<file path="src/rtl/cbte_cfg.svh">
`ifndef CBTE_CFG_SVH
`define CBTE_CFG_SVH
// ----------------------------------------
// Status flag positions
// ----------------------------------------
`define CBTE_FLAG_C 3'h0
`define CBTE_FLAG_Z 3'h1
`define CBTE_FLAG_N 3'h2
`define CBTE_FLAG_V 3'h3
`define CBTE_FLAG_S 3'h4
`define CBTE_FLAG_H 3'h5
`define CBTE_FLAG_T 3'h6
`define CBTE_FLAG_I 3'h7
// ----------------------------------------
// Register file layout
// ----------------------------------------
`define CBTE_REG_R0 5'h00
`define CBTE_PTR_X_LO 5'h1a
`define CBTE_PTR_Y_LO 5'h1c
`define CBTE_PTR_Z_LO 5'h1e
`define CBTE_PTR_HI_BIT 5'h01
// ----------------------------------------
// Reset values and steps
// ----------------------------------------
`define CBTE_PC_RESET 16'h0000
`define CBTE_SP_RESET 16'h00ff
`define CBTE_FLAGS_RESET 8'h00
`define CBTE_BYTE_ZERO 8'h00
`define CBTE_BYTE_ONE 8'h01
`define CBTE_STEP_ONE 16'h0001
`define CBTE_STEP_TWO 16'h0002
`define CBTE_DISP_PAD 10'h000
`endif

</file>
<file path="src/rtl/cbte_pkg.sv">
`default_nettype none
package cbte_pkg;
    typedef enum logic [4:0] {
        OP_NONE = 5'h00, OP_BR_VC = 5'h01, OP_BR_IE = 5'h02, OP_BR_ID = 5'h03,
        OP_IO_SET = 5'h04, OP_IO_CLR = 5'h05, OP_ROL = 5'h06, OP_ROR = 5'h07,
        OP_ASR = 5'h08, OP_FLAG_SET = 5'h09, OP_FLAG_CLR = 5'h0a, OP_BST = 5'h0b,
        OP_BLD = 5'h0c, OP_LD = 5'h0d, OP_ST = 5'h0e, OP_LDS = 5'h0f,
        OP_STS = 5'h10, OP_LPM = 5'h11, OP_PUSH = 5'h12
    } cbte_op_t;
    typedef enum logic [2:0] {
        AM_PLAIN = 3'h0, AM_POSTINC = 3'h1, AM_PREDEC = 3'h2, AM_DISP = 3'h3, AM_IMPLIED = 3'h4
    } cbte_amode_t;
    typedef enum logic [1:0] {PTR_X = 2'h0, PTR_Y = 2'h1, PTR_Z = 2'h2} cbte_ptr_t;
    typedef enum logic [1:0] {ST_IDLE = 2'b00, ST_EXEC2 = 2'b01, ST_EXEC3 = 2'b11} cbte_state_t;
endpackage
`default_nettype wire

</file>
<file path="src/rtl/cbte_shift_unit.sv">
`default_nettype none
`include "cbte_cfg.svh"
module cbte_shift_unit
    import cbte_pkg::*;
(
    input wire cbte_op_t shift_op,
    input wire logic [7:0] operand,
    input wire logic carry_in,
    output logic [7:0] result,
    output logic carry_out,
    output logic neg,
    output logic ovf,
    output logic zero
);
    wire logic [7:0] rol_val = {operand[6:0], carry_in};
    wire logic [7:0] ror_val = {carry_in, operand[7:1]};
    // Sign bit is kept, not fed from carry
    wire logic [7:0] asr_val = {operand[7], operand[7:1]};
    assign result = (shift_op == OP_ROL) ? rol_val : (shift_op == OP_ROR) ? ror_val : asr_val;
    assign carry_out = (shift_op == OP_ROL) ? operand[7] : operand[0];
    assign neg = result[7];
    assign ovf = result[7] ^ carry_out;
    assign zero = (result == `CBTE_BYTE_ZERO);
endmodule // cbte_shift_unit
`default_nettype wire

</file>
<file path="src/rtl/cbte_addr_gen.sv">
`default_nettype none
`include "cbte_cfg.svh"
module cbte_addr_gen
    import cbte_pkg::*;
(
    input wire logic [15:0] ptr_value,
    input wire cbte_amode_t mode,
    input wire logic [5:0] disp,
    output logic [15:0] eff_addr,
    output logic [15:0] next_ptr,
    output logic writes_ptr
);
    wire logic [15:0] ptr_inc = ptr_value + `CBTE_STEP_ONE;
    wire logic [15:0] ptr_dec = ptr_value - `CBTE_STEP_ONE;
    wire logic [15:0] ptr_disp = ptr_value + {`CBTE_DISP_PAD, disp};
    // Pre-decrement uses the new value as address; post-increment the old
    assign eff_addr = (mode == AM_PREDEC) ? ptr_dec : (mode == AM_DISP) ? ptr_disp : ptr_value;
    assign next_ptr = (mode == AM_PREDEC) ? ptr_dec : ptr_inc;
    assign writes_ptr = (mode == AM_PREDEC) || (mode == AM_POSTINC);
endmodule // cbte_addr_gen
`default_nettype wire

</file>
<file path="src/rtl/cbte_exec.sv">
`default_nettype none
`include "cbte_cfg.svh"
// Contract
// [RULE1] Overflow-clear branch jumps by offset plus one only when overflow is zero.
// [RULE2] Interrupt-on/off branches jump by offset plus one when I is one/zero.
// [RULE3] Untaken branch takes one cycle, taken branch takes two.
// [RULE4] I/O bit set/clear forces one bit, no flags touched, two cycles.
// [RULE5] Rotate left through carry, updates Z C N V, one cycle.
// [RULE6] Rotate right through carry, updates Z C N V, one cycle.
// [RULE7] Arithmetic shift right keeps bit seven, updates Z C N V, one cycle.
// [RULE8] Single-flag set or clear changes only that flag, one cycle.
// [RULE9] Register bit copied into transfer flag in one cycle.
// [RULE10] Transfer flag written into register bit, flags unchanged, one cycle.
// [RULE11] Post-increment load reads at pointer then increments it, two cycles.
// [RULE12] Pre-decrement load decrements pointer then reads there, two cycles.
// [RULE13] Displaced load reads pointer plus displacement, pointer kept, two cycles.
// [RULE14] Post-increment store writes at pointer then increments it, two cycles.
// [RULE15] Pre-decrement store decrements pointer then writes there, two cycles.
// [RULE16] Displaced store writes pointer plus displacement, pointer kept, two cycles.
// [RULE17] Direct read loads register from absolute address, two cycles.
// [RULE18] Direct write stores register to absolute address, two cycles.
// [RULE19] Code read loads byte at Z into register or r0, optional increment, three cycles.
// [RULE20] Push places register on stack, flags unchanged, two cycles.
// [RULE21] Overflow set/clear forces only the overflow flag, one cycle.
module cbte_exec
    import cbte_pkg::*;
#(
    parameter int NUM_REGS = 32
) (
    input wire logic core_clk,
    input wire logic arst_n,
    input wire logic op_valid,
    input wire cbte_op_t op_code,
    input wire cbte_amode_t op_mode,
    input wire cbte_ptr_t op_ptr,
    input wire logic [4:0] op_rd,
    input wire logic [2:0] op_bit,
    input wire logic [2:0] op_flag,
    input wire logic [5:0] op_disp,
    input wire logic [15:0] op_addr,
    input wire logic [6:0] op_offset,
    input wire logic [5:0] op_io,
    input wire logic [7:0] dmem_rdata,
    input wire logic [7:0] pmem_rdata,
    input wire logic [4:0] reg_obs_sel,
    output logic op_ready,
    output logic op_done,
    output logic [15:0] pc,
    output logic [15:0] sp,
    output logic [7:0] status_flags,
    output logic [15:0] dmem_addr,
    output logic [7:0] dmem_wdata,
    output logic dmem_re,
    output logic dmem_we,
    output logic [15:0] pmem_addr,
    output logic pmem_re,
    output logic [5:0] io_addr,
    output logic [7:0] io_bit_mask,
    output logic io_bit_value,
    output logic io_bit_we,
    output logic [7:0] reg_obs_data
);
    // ----------------------------------------
    // Helpers
    // ----------------------------------------
    function automatic logic [7:0] flag_mask(input logic [2:0] idx);
        flag_mask = `CBTE_BYTE_ONE << idx;
    endfunction

    function automatic logic [7:0] put_bit(input logic [7:0] val, input logic [2:0] idx, input logic b);
        put_bit = b ? (val | flag_mask(idx)) : (val & ~flag_mask(idx));
    endfunction

    function automatic logic [4:0] ptr_base(input cbte_ptr_t sel);
        ptr_base = (sel == PTR_X) ? `CBTE_PTR_X_LO : (sel == PTR_Y) ? `CBTE_PTR_Y_LO : `CBTE_PTR_Z_LO;
    endfunction

    // ----------------------------------------
    // State
    // ----------------------------------------
    logic [7:0] gpr [NUM_REGS];
    cbte_state_t state;
    cbte_state_t next_state;
    logic load_q;
    logic lpm_q;
    logic branch_q;
    logic [4:0] dest_q;
    logic [15:0] target_q;

    // ----------------------------------------
    // Decode
    // ----------------------------------------
    wire logic take = op_ready && op_valid;
    wire logic [7:0] rd_val = gpr[op_rd];
    wire logic is_branch = (op_code == OP_BR_VC) || (op_code == OP_BR_IE) || (op_code == OP_BR_ID);
    wire logic is_shift = (op_code == OP_ROL) || (op_code == OP_ROR) || (op_code == OP_ASR);
    wire logic is_io = (op_code == OP_IO_SET) || (op_code == OP_IO_CLR);
    wire logic is_load = (op_code == OP_LD) || (op_code == OP_LDS);
    wire logic is_store = (op_code == OP_ST) || (op_code == OP_STS) || (op_code == OP_PUSH);
    wire logic is_lpm = (op_code == OP_LPM);
    wire logic is_ptr = (op_code == OP_LD) || (op_code == OP_ST) || is_lpm;
    // Code reads always walk the Z pair
    wire cbte_ptr_t ptr_sel = is_lpm ? PTR_Z : op_ptr;
    wire logic [4:0] ptr_lo = ptr_base(ptr_sel);
    wire logic [4:0] ptr_hi = ptr_lo | `CBTE_PTR_HI_BIT;
    wire logic [15:0] ptr_val = {gpr[ptr_hi], gpr[ptr_lo]};
    wire logic [15:0] eff_addr;
    wire logic [15:0] next_ptr;
    wire logic writes_ptr;
    wire logic br_cond = (op_code == OP_BR_VC) ? !status_flags[`CBTE_FLAG_V] : // RULE1
                         (op_code == OP_BR_IE) ? status_flags[`CBTE_FLAG_I] : // RULE2
                         !status_flags[`CBTE_FLAG_I];
    wire logic br_taken = is_branch && br_cond;
    wire logic multi = br_taken || is_io || is_load || is_store || is_lpm; // RULE3
    wire logic [15:0] br_target = pc + {{9{op_offset[6]}}, op_offset} + `CBTE_STEP_ONE;
    // Absolute address forms occupy a second program word
    wire logic two_words = (op_code == OP_LDS) || (op_code == OP_STS);
    wire logic [15:0] pc_step = pc + (two_words ? `CBTE_STEP_TWO : `CBTE_STEP_ONE);
    wire logic [15:0] mem_addr = two_words ? op_addr : (op_code == OP_PUSH) ? sp : eff_addr;
    wire logic [4:0] load_dest = (op_mode == AM_IMPLIED) ? `CBTE_REG_R0 : op_rd; // RULE19
    wire logic ptr_update = take && is_ptr && writes_ptr && (op_mode != AM_DISP); // RULE11 RULE12 RULE14 RULE15
    wire logic done_now = (state == ST_EXEC3) || ((state == ST_EXEC2) && !lpm_q) || (take && !multi);

    // ----------------------------------------
    // Shifts and flags
    // ----------------------------------------
    wire logic [7:0] sh_res;
    wire logic sh_c;
    wire logic sh_n;
    wire logic sh_v;
    wire logic sh_z;

    cbte_shift_unit u_shift (
        .shift_op(op_code),
        .operand(rd_val),
        .carry_in(status_flags[`CBTE_FLAG_C]),
        .result(sh_res),
        .carry_out(sh_c),
        .neg(sh_n),
        .ovf(sh_v),
        .zero(sh_z)
    );

    cbte_addr_gen u_addr (
        .ptr_value(ptr_val),
        .mode(op_mode),
        .disp(op_disp),
        .eff_addr(eff_addr),
        .next_ptr(next_ptr),
        .writes_ptr(writes_ptr)
    );

    // Only Z C N V move on a shift; S and H stay as they were
    wire logic [7:0] sh_flags = put_bit(put_bit(put_bit(put_bit(status_flags, // RULE5 RULE6 RULE7
        `CBTE_FLAG_C, sh_c), `CBTE_FLAG_Z, sh_z), `CBTE_FLAG_N, sh_n), `CBTE_FLAG_V, sh_v);
    wire logic [7:0] next_flags =
        !take ? status_flags :
        is_shift ? sh_flags :
        (op_code == OP_FLAG_SET) ? (status_flags | flag_mask(op_flag)) : // RULE8 RULE21
        (op_code == OP_FLAG_CLR) ? (status_flags & ~flag_mask(op_flag)) : // RULE8 RULE21
        (op_code == OP_BST) ? put_bit(status_flags, `CBTE_FLAG_T, rd_val[op_bit]) : // RULE9
        status_flags;

    // ----------------------------------------
    // Sequencer
    // ----------------------------------------
    always_comb begin
        next_state = state;
        unique case (state)
            ST_IDLE: next_state = (take && multi) ? ST_EXEC2 : ST_IDLE;
            ST_EXEC2: next_state = lpm_q ? ST_EXEC3 : ST_IDLE; // RULE19
            ST_EXEC3: next_state = ST_IDLE;
            default: next_state = ST_IDLE;
        endcase
    end

    always_ff @(posedge core_clk or negedge arst_n) begin
        if (!arst_n) begin
            state <= ST_IDLE;
            op_ready <= 1'b1;
            op_done <= 1'b0;
            status_flags <= `CBTE_FLAGS_RESET;
        end else begin
            state <= next_state;
            op_ready <= (next_state == ST_IDLE);
            op_done <= done_now;
            status_flags <= next_flags;
        end
    end

    always_ff @(posedge core_clk or negedge arst_n) begin
        if (!arst_n) begin
            load_q <= 1'b0;
            lpm_q <= 1'b0;
            branch_q <= 1'b0;
            dest_q <= `CBTE_REG_R0;
            target_q <= `CBTE_PC_RESET;
        end else if (take) begin
            load_q <= is_load;
            lpm_q <= is_lpm;
            branch_q <= br_taken;
            dest_q <= load_dest;
            target_q <= br_target;
        end
    end

    // ----------------------------------------
    // Program counter and stack
    // ----------------------------------------
    always_ff @(posedge core_clk or negedge arst_n) begin
        if (!arst_n) begin
            pc <= `CBTE_PC_RESET;
            sp <= `CBTE_SP_RESET;
        end else begin
            if (take && !br_taken) begin
                pc <= pc_step; // RULE1 RULE2 RULE3
            end else if ((state == ST_EXEC2) && branch_q) begin
                pc <= target_q; // RULE1 RULE2 RULE3
            end
            if (take && (op_code == OP_PUSH)) begin
                sp <= sp - `CBTE_STEP_ONE; // RULE20
            end
        end
    end

    // ----------------------------------------
    // Memory and I/O strobes
    // ----------------------------------------
    always_ff @(posedge core_clk or negedge arst_n) begin
        if (!arst_n) begin
            dmem_re <= 1'b0;
            dmem_we <= 1'b0;
            dmem_addr <= `CBTE_PC_RESET;
            dmem_wdata <= `CBTE_BYTE_ZERO;
            pmem_re <= 1'b0;
            pmem_addr <= `CBTE_PC_RESET;
            io_bit_we <= 1'b0;
            io_addr <= 6'h00;
            io_bit_mask <= `CBTE_BYTE_ZERO;
            io_bit_value <= 1'b0;
        end else begin
            dmem_re <= take && is_load; // RULE11 RULE12 RULE13 RULE17
            dmem_we <= take && is_store; // RULE14 RULE15 RULE16 RULE18 RULE20
            pmem_re <= (take && is_lpm) || ((state == ST_EXEC2) && lpm_q); // RULE19
            io_bit_we <= take && is_io; // RULE4
            if (take) begin
                dmem_addr <= mem_addr; // RULE13 RULE16 RULE17 RULE18
                dmem_wdata <= rd_val;
                pmem_addr <= ptr_val;
                io_addr <= op_io;
                io_bit_mask <= flag_mask(op_bit); // RULE4
                io_bit_value <= (op_code == OP_IO_SET);
            end
        end
    end

    // ----------------------------------------
    // Register file
    // ----------------------------------------
    always_ff @(posedge core_clk or negedge arst_n) begin
        if (!arst_n) begin
            for (int i = 0; i < NUM_REGS; i++) begin
                gpr[i] <= `CBTE_BYTE_ZERO;
            end
            reg_obs_data <= `CBTE_BYTE_ZERO;
        end else begin
            reg_obs_data <= gpr[reg_obs_sel];
            if (take && is_shift) begin
                gpr[op_rd] <= sh_res; // RULE5 RULE6 RULE7
            end
            if (take && (op_code == OP_BLD)) begin
                gpr[op_rd] <= put_bit(rd_val, op_bit, status_flags[`CBTE_FLAG_T]); // RULE10
            end
            if (ptr_update) begin
                gpr[ptr_lo] <= next_ptr[7:0];
                gpr[ptr_hi] <= next_ptr[15:8];
            end
            if ((state == ST_EXEC2) && load_q) begin
                gpr[dest_q] <= dmem_rdata; // RULE11 RULE12 RULE13 RULE17
            end
            if (state == ST_EXEC3) begin
                gpr[dest_q] <= pmem_rdata; // RULE19
            end
        end
    end
endmodule // cbte_exec
`default_nettype wire

</file>
<file path="config.mk">
export PLATFORM = sky130hd
export DESIGN_NAME = cbte_exec
export DESIGN_NICKNAME = d
export VERILOG_FILES = /design/src/rtl/cbte_pkg.sv /design/src/rtl/cbte_shift_unit.sv /design/src/rtl/cbte_addr_gen.sv /design/src/rtl/cbte_exec.sv
export VERILOG_INCLUDE_DIRS = /design/src /design/src/rtl
export SDC_FILE = /design/constraint.sdc
export NUM_CORES = 2
export LEC_CHECK = 0
export BUFFER_PORTS_ARGS = -buffer_cell sky130_fd_sc_hd__buf_2
export CORE_ASPECT_RATIO = 0.8
export CORE_MARGIN = 1.5
export CORE_UTILIZATION = 45
export DETAILED_ROUTE_END_ITERATION = 12
export MAX_ROUTING_LAYER = met4
export PLACE_DENSITY = 0.65
export SYNTH_ARGS = -nofsm -noshare
export SYNTH_HDL_FRONTEND = slang
export SYNTH_SLANG_ARGS = --single-unit
</file>
<file path="constraint.sdc">
create_clock -name core_clk -period 7 [get_ports core_clk]
set_clock_uncertainty 0.2 [all_clocks]
set_input_delay 1.05 -clock core_clk [delete_from_list [all_inputs] [get_ports core_clk]]
set_output_delay 1.05 -clock core_clk [all_outputs]
set_load 0.02 [all_outputs]
</file>
==> flow_metrics.env <==
export IMPL_status="finished, final reports clean"
export IMPL_cts_buffers=47
export IMPL_fin_util_pct=50.3
export IMPL_required_ns=7.24
export IMPL_post_cts_setup_buffers=0
export IMPL_clock_sinks=391
export IMPL_grt_max_degree=131
export IMPL_muxShareOfSynthArea_pct=12.8
export IMPL_synth_compound_area_share_pct=26.0
export IMPL_cp_top_family="simple AND/OR/NAND/NOR gates"
export IMPL_synth_cells=3864
export IMPL_stdcell_area_mm2=0.0338
export IMPL_cp_common_cell="buf_4"
export IMPL_hpwlAfterDp_um=102000
export IMPL_insertion_delay_ns=0.63
export IMPL_ys_warnings_count=0
export IMPL_cts_tree="yes"
export IMPL_rsz0062_at_grt="no"
export IMPL_grt_use_total_pct=43.2
export IMPL_ys_flop_type="dfrtp_1"
export IMPL_yosysMostFrequentCell="nand2_1"
export IMPL_setup_viol=0
export IMPL_p_leak_uw=0.0132
export IMPL_worstPathArrival_ns=5.59
export IMPL_wire_per_inst_um=30.9
export IMPL_root_buffer="clkbuf_16"
export IMPL_antenna_found_initial=9
export IMPL_finalCritPeriodShare_pct=76.5
export IMPL_ios=189
export IMPL_synth_area_top_cells="dfrtp_1 (31%), nand2_1 (8.2%), mux4_2 (6.1%)"
export IMPL_max_clock_freq_mhz=187
export IMPL_placedCellCount=4717
export IMPL_die_y_um=236
export IMPL_path_clk_slew_ns=0.06
export IMPL_yosysSeqAreaShare_pct=32.2
export IMPL_crit_type="in -> reg"
export IMPL_routed_wl_um=149000
export IMPL_cp_start_kind="primary input"
export IMPL_gp_congestion=1.09
export IMPL_vdd_ir_drop_max_uv=215
export IMPL_fp_dieW_um=294
export IMPL_synth_top_family_by_area="compound AO/OA/AOI/OAI gates"
export IMPL_synth_net_count=3973
export IMPL_powerDensity_mw_per_mm2=239
export IMPL_synth_enable_flop_cells=0
export IMPL_tightest_slew_ns=1.35
export IMPL_drt_pass1_iterations=9
export IMPL_synthSimpleGateAreaFrac_pct=21.9
export IMPL_cts_hold_buf=0
export IMPL_grt_pass1_wl_um=214000
export IMPL_antenna_left=0
export IMPL_finalHoldViolCount=0
export IMPL_via_count=33300
export IMPL_overflow=0
export IMPL_avgSynthCellArea_um2=7.88
export IMPL_synthAdderAreaFrac_pct=1.27
export IMPL_drv_slew=0
export IMPL_grt_pass1_vias=29900
export IMPL_yosys_area_top_type="dfrtp_1"
export IMPL_rows=85
export IMPL_finalCriticalPeriod_ns=5.35
export IMPL_drt_initial_drc_count=5132
export IMPL_slew_headroom_pct=8.31
export IMPL_ys_ff_latch=391
export IMPL_htree_levels=2
export IMPL_hp_class="in -> async"
export IMPL_initial_utilization_pct=45.4
export IMPL_drive_above_1_share_pct=13.1
export IMPL_drc=0
export IMPL_synth_cell_types=84
export IMPL_cts_resized_gates=0
export IMPL_cp_slowest_stage_delay_ns=0.94
export IMPL_io_buffers=188
export IMPL_clockBufferDepth=3
export IMPL_power_uw=8060
export IMPL_netlist_area_leader_share_pct=31.4
export IMPL_cp_end_kind="flop"
export IMPL_crit_chain="buf_6 > buf_4 > mux2i_1 > o22ai_1 > nor4_1 > nand3_1 > nand2_1 > buf_4 > o211ai_1 > a31oi_1 > o21ai_1"
export IMPL_die_area_mm2=0.0692
export IMPL_synth_xor_xnor_area_share_pct=1.32
export IMPL_cap_viol_max_count=0
export IMPL_syn_area_mm2=0.0304
export IMPL_postSynth_asyncResetShare_pct=100
export IMPL_path_max_fanout=72
export IMPL_crit_buf_inv=3
export IMPL_area_growth_pct=11.0
export IMPL_synth_commonest_cells="nand2_1 (666), nor2_1 (394), dfrtp_1 (382)"
export IMPL_dpl_instance_area_mm2=0.0320
export IMPL_final_cells=4813
export IMPL_core_mm2=0.0671
export IMPL_nNetsFinal=3962
export IMPL_via_per_inst=6.92
export IMPL_cp_slowest_cell="nand2_1"
export IMPL_fin_tns_setup_ns=0
worst reg2reg max path, delay by kind of cell (launching register included):
kind             cells  cell delay [ns]
AND/OR/NAND/NOR      4             2.31
AO/OA/AOI/OAI        4             1.44
flip-flops           1             0.57
state kept, by name (all words and copies together) (netlist names), 5 cells and up:
name	flops
dmem_wdata	8
dest_q	5
pmem_addr	16
dmem_addr	16
target_q	16
pc	16
io_bit_mask	8
gpr	256
sp	16
io_addr	6
status_flags	8
reg_obs_data	8
final cells by class:
cell class | count | area [um^2]
Multi-Input combinational cell | 3131 | 19500
Fill cell | 6520 | 33300
Sequential cell | 391 | 9800
Inverter | 24 | 90.1
Clock inverter | 18 | 277
Tap cell | 913 | 1140
Timing Repair Buffer | 258 | 1510
Antenna cell | 9 | 22.5
Clock buffer | 69 | 1440
through the flow:
stage / hold WS [ns] / setup slack (ns)
floorplan: 0.239 / 2.52
global placement: 0.255 / 1.40
detailed placement: 0.261 / 1.35
CTS: 0.278 / 1.96
global route: 0.297 / 1.78
finish: 0.257 / 1.65
cell usage in the layout, fill, tap and decap left out, types with 29 or more instances in the layout:
cell | Yosys | routed
mux2i_1 | 177 | 175
o22ai_1 | 101 | 101
nand3_1 | 79 | 79
dfrtp_1 | 382 | 382
o21ai_0 | 197 | 197
buf_4 | 5 | 69
buf_2 | 34 | 185
a31oi_1 | 94 | 91
nand2_1 | 666 | 665
nor2_1 | 394 | 391
a21oi_1 | 300 | 300
o32ai_1 | 31 | 31
a211oi_1 | 57 | 57
and3_1 | 35 | 35
o211ai_1 | 101 | 101
and2_1 | 70 | 69
a22oi_1 | 77 | 77
mux4_2 | 82 | 82
o31ai_1 | 31 | 30
nand2b_1 | 29 | 29
o21ai_1 | 216 | 209
clkbuf_16 | 0 | 49
routing by layer:
metal	track usage, %	routed length, um
met1	60.7	60300
met3	16.8	24400
met2	54.6	56900
met4	16.6	7080
met5	-	0
cells by family (layout without fill, tap and decap cells):
| kind of cell | after synthesis | after routing |
|---|---|---|
| and+or+nand+nor | 1471 | 1471 |
| AOI/OAI and AO/OA | 1302 | 1302 |
| DFF | 391 | 391 |
| buffers and inverters | 342 | 369 |
| muxes | 283 | 283 |
| xor gates and xnor gates | 46 | 46 |
| adders and majority gates | 29 | 29 |
| other | 0 | 9 |
final timing paths:
| path | slack, ns | depth (start not counted) | endpoint | startpoint |
|---|---|---|---|---|
| max | 1.65 | 11 | gpr[122]$_DFF_PN0_ | op_rd[1] |
| min | 0.26 | 1 | target_q[6]$_DFFE_PN0P_ | arst_n |
| max reg2reg | 2.45 | 8 | gpr[43]$_DFF_PN0_ | op_ready$_DFF_PN1_ |
| min reg2reg | 0.27 | 2 | pmem_addr[9]$_DFFE_PN0P_ | pmem_addr[9]$_DFFE_PN0P_ |
| max in group asynchronous | 4.96 | 2 | gpr[169]$_DFF_PN0_ | arst_n |
| min in group core_clk | 0.27 | 2 | pmem_addr[9]$_DFFE_PN0P_ | pmem_addr[9]$_DFFE_PN0P_ |
report_power, final:
part           internal, uW  switching [uW]  total [uW]
registers              2570             433        3000
clock network          1680            1130        2810
logic                   773            1480        2250
total                  5020            3040        8060
No activity file was read; power rests on OpenSTA's default activity.
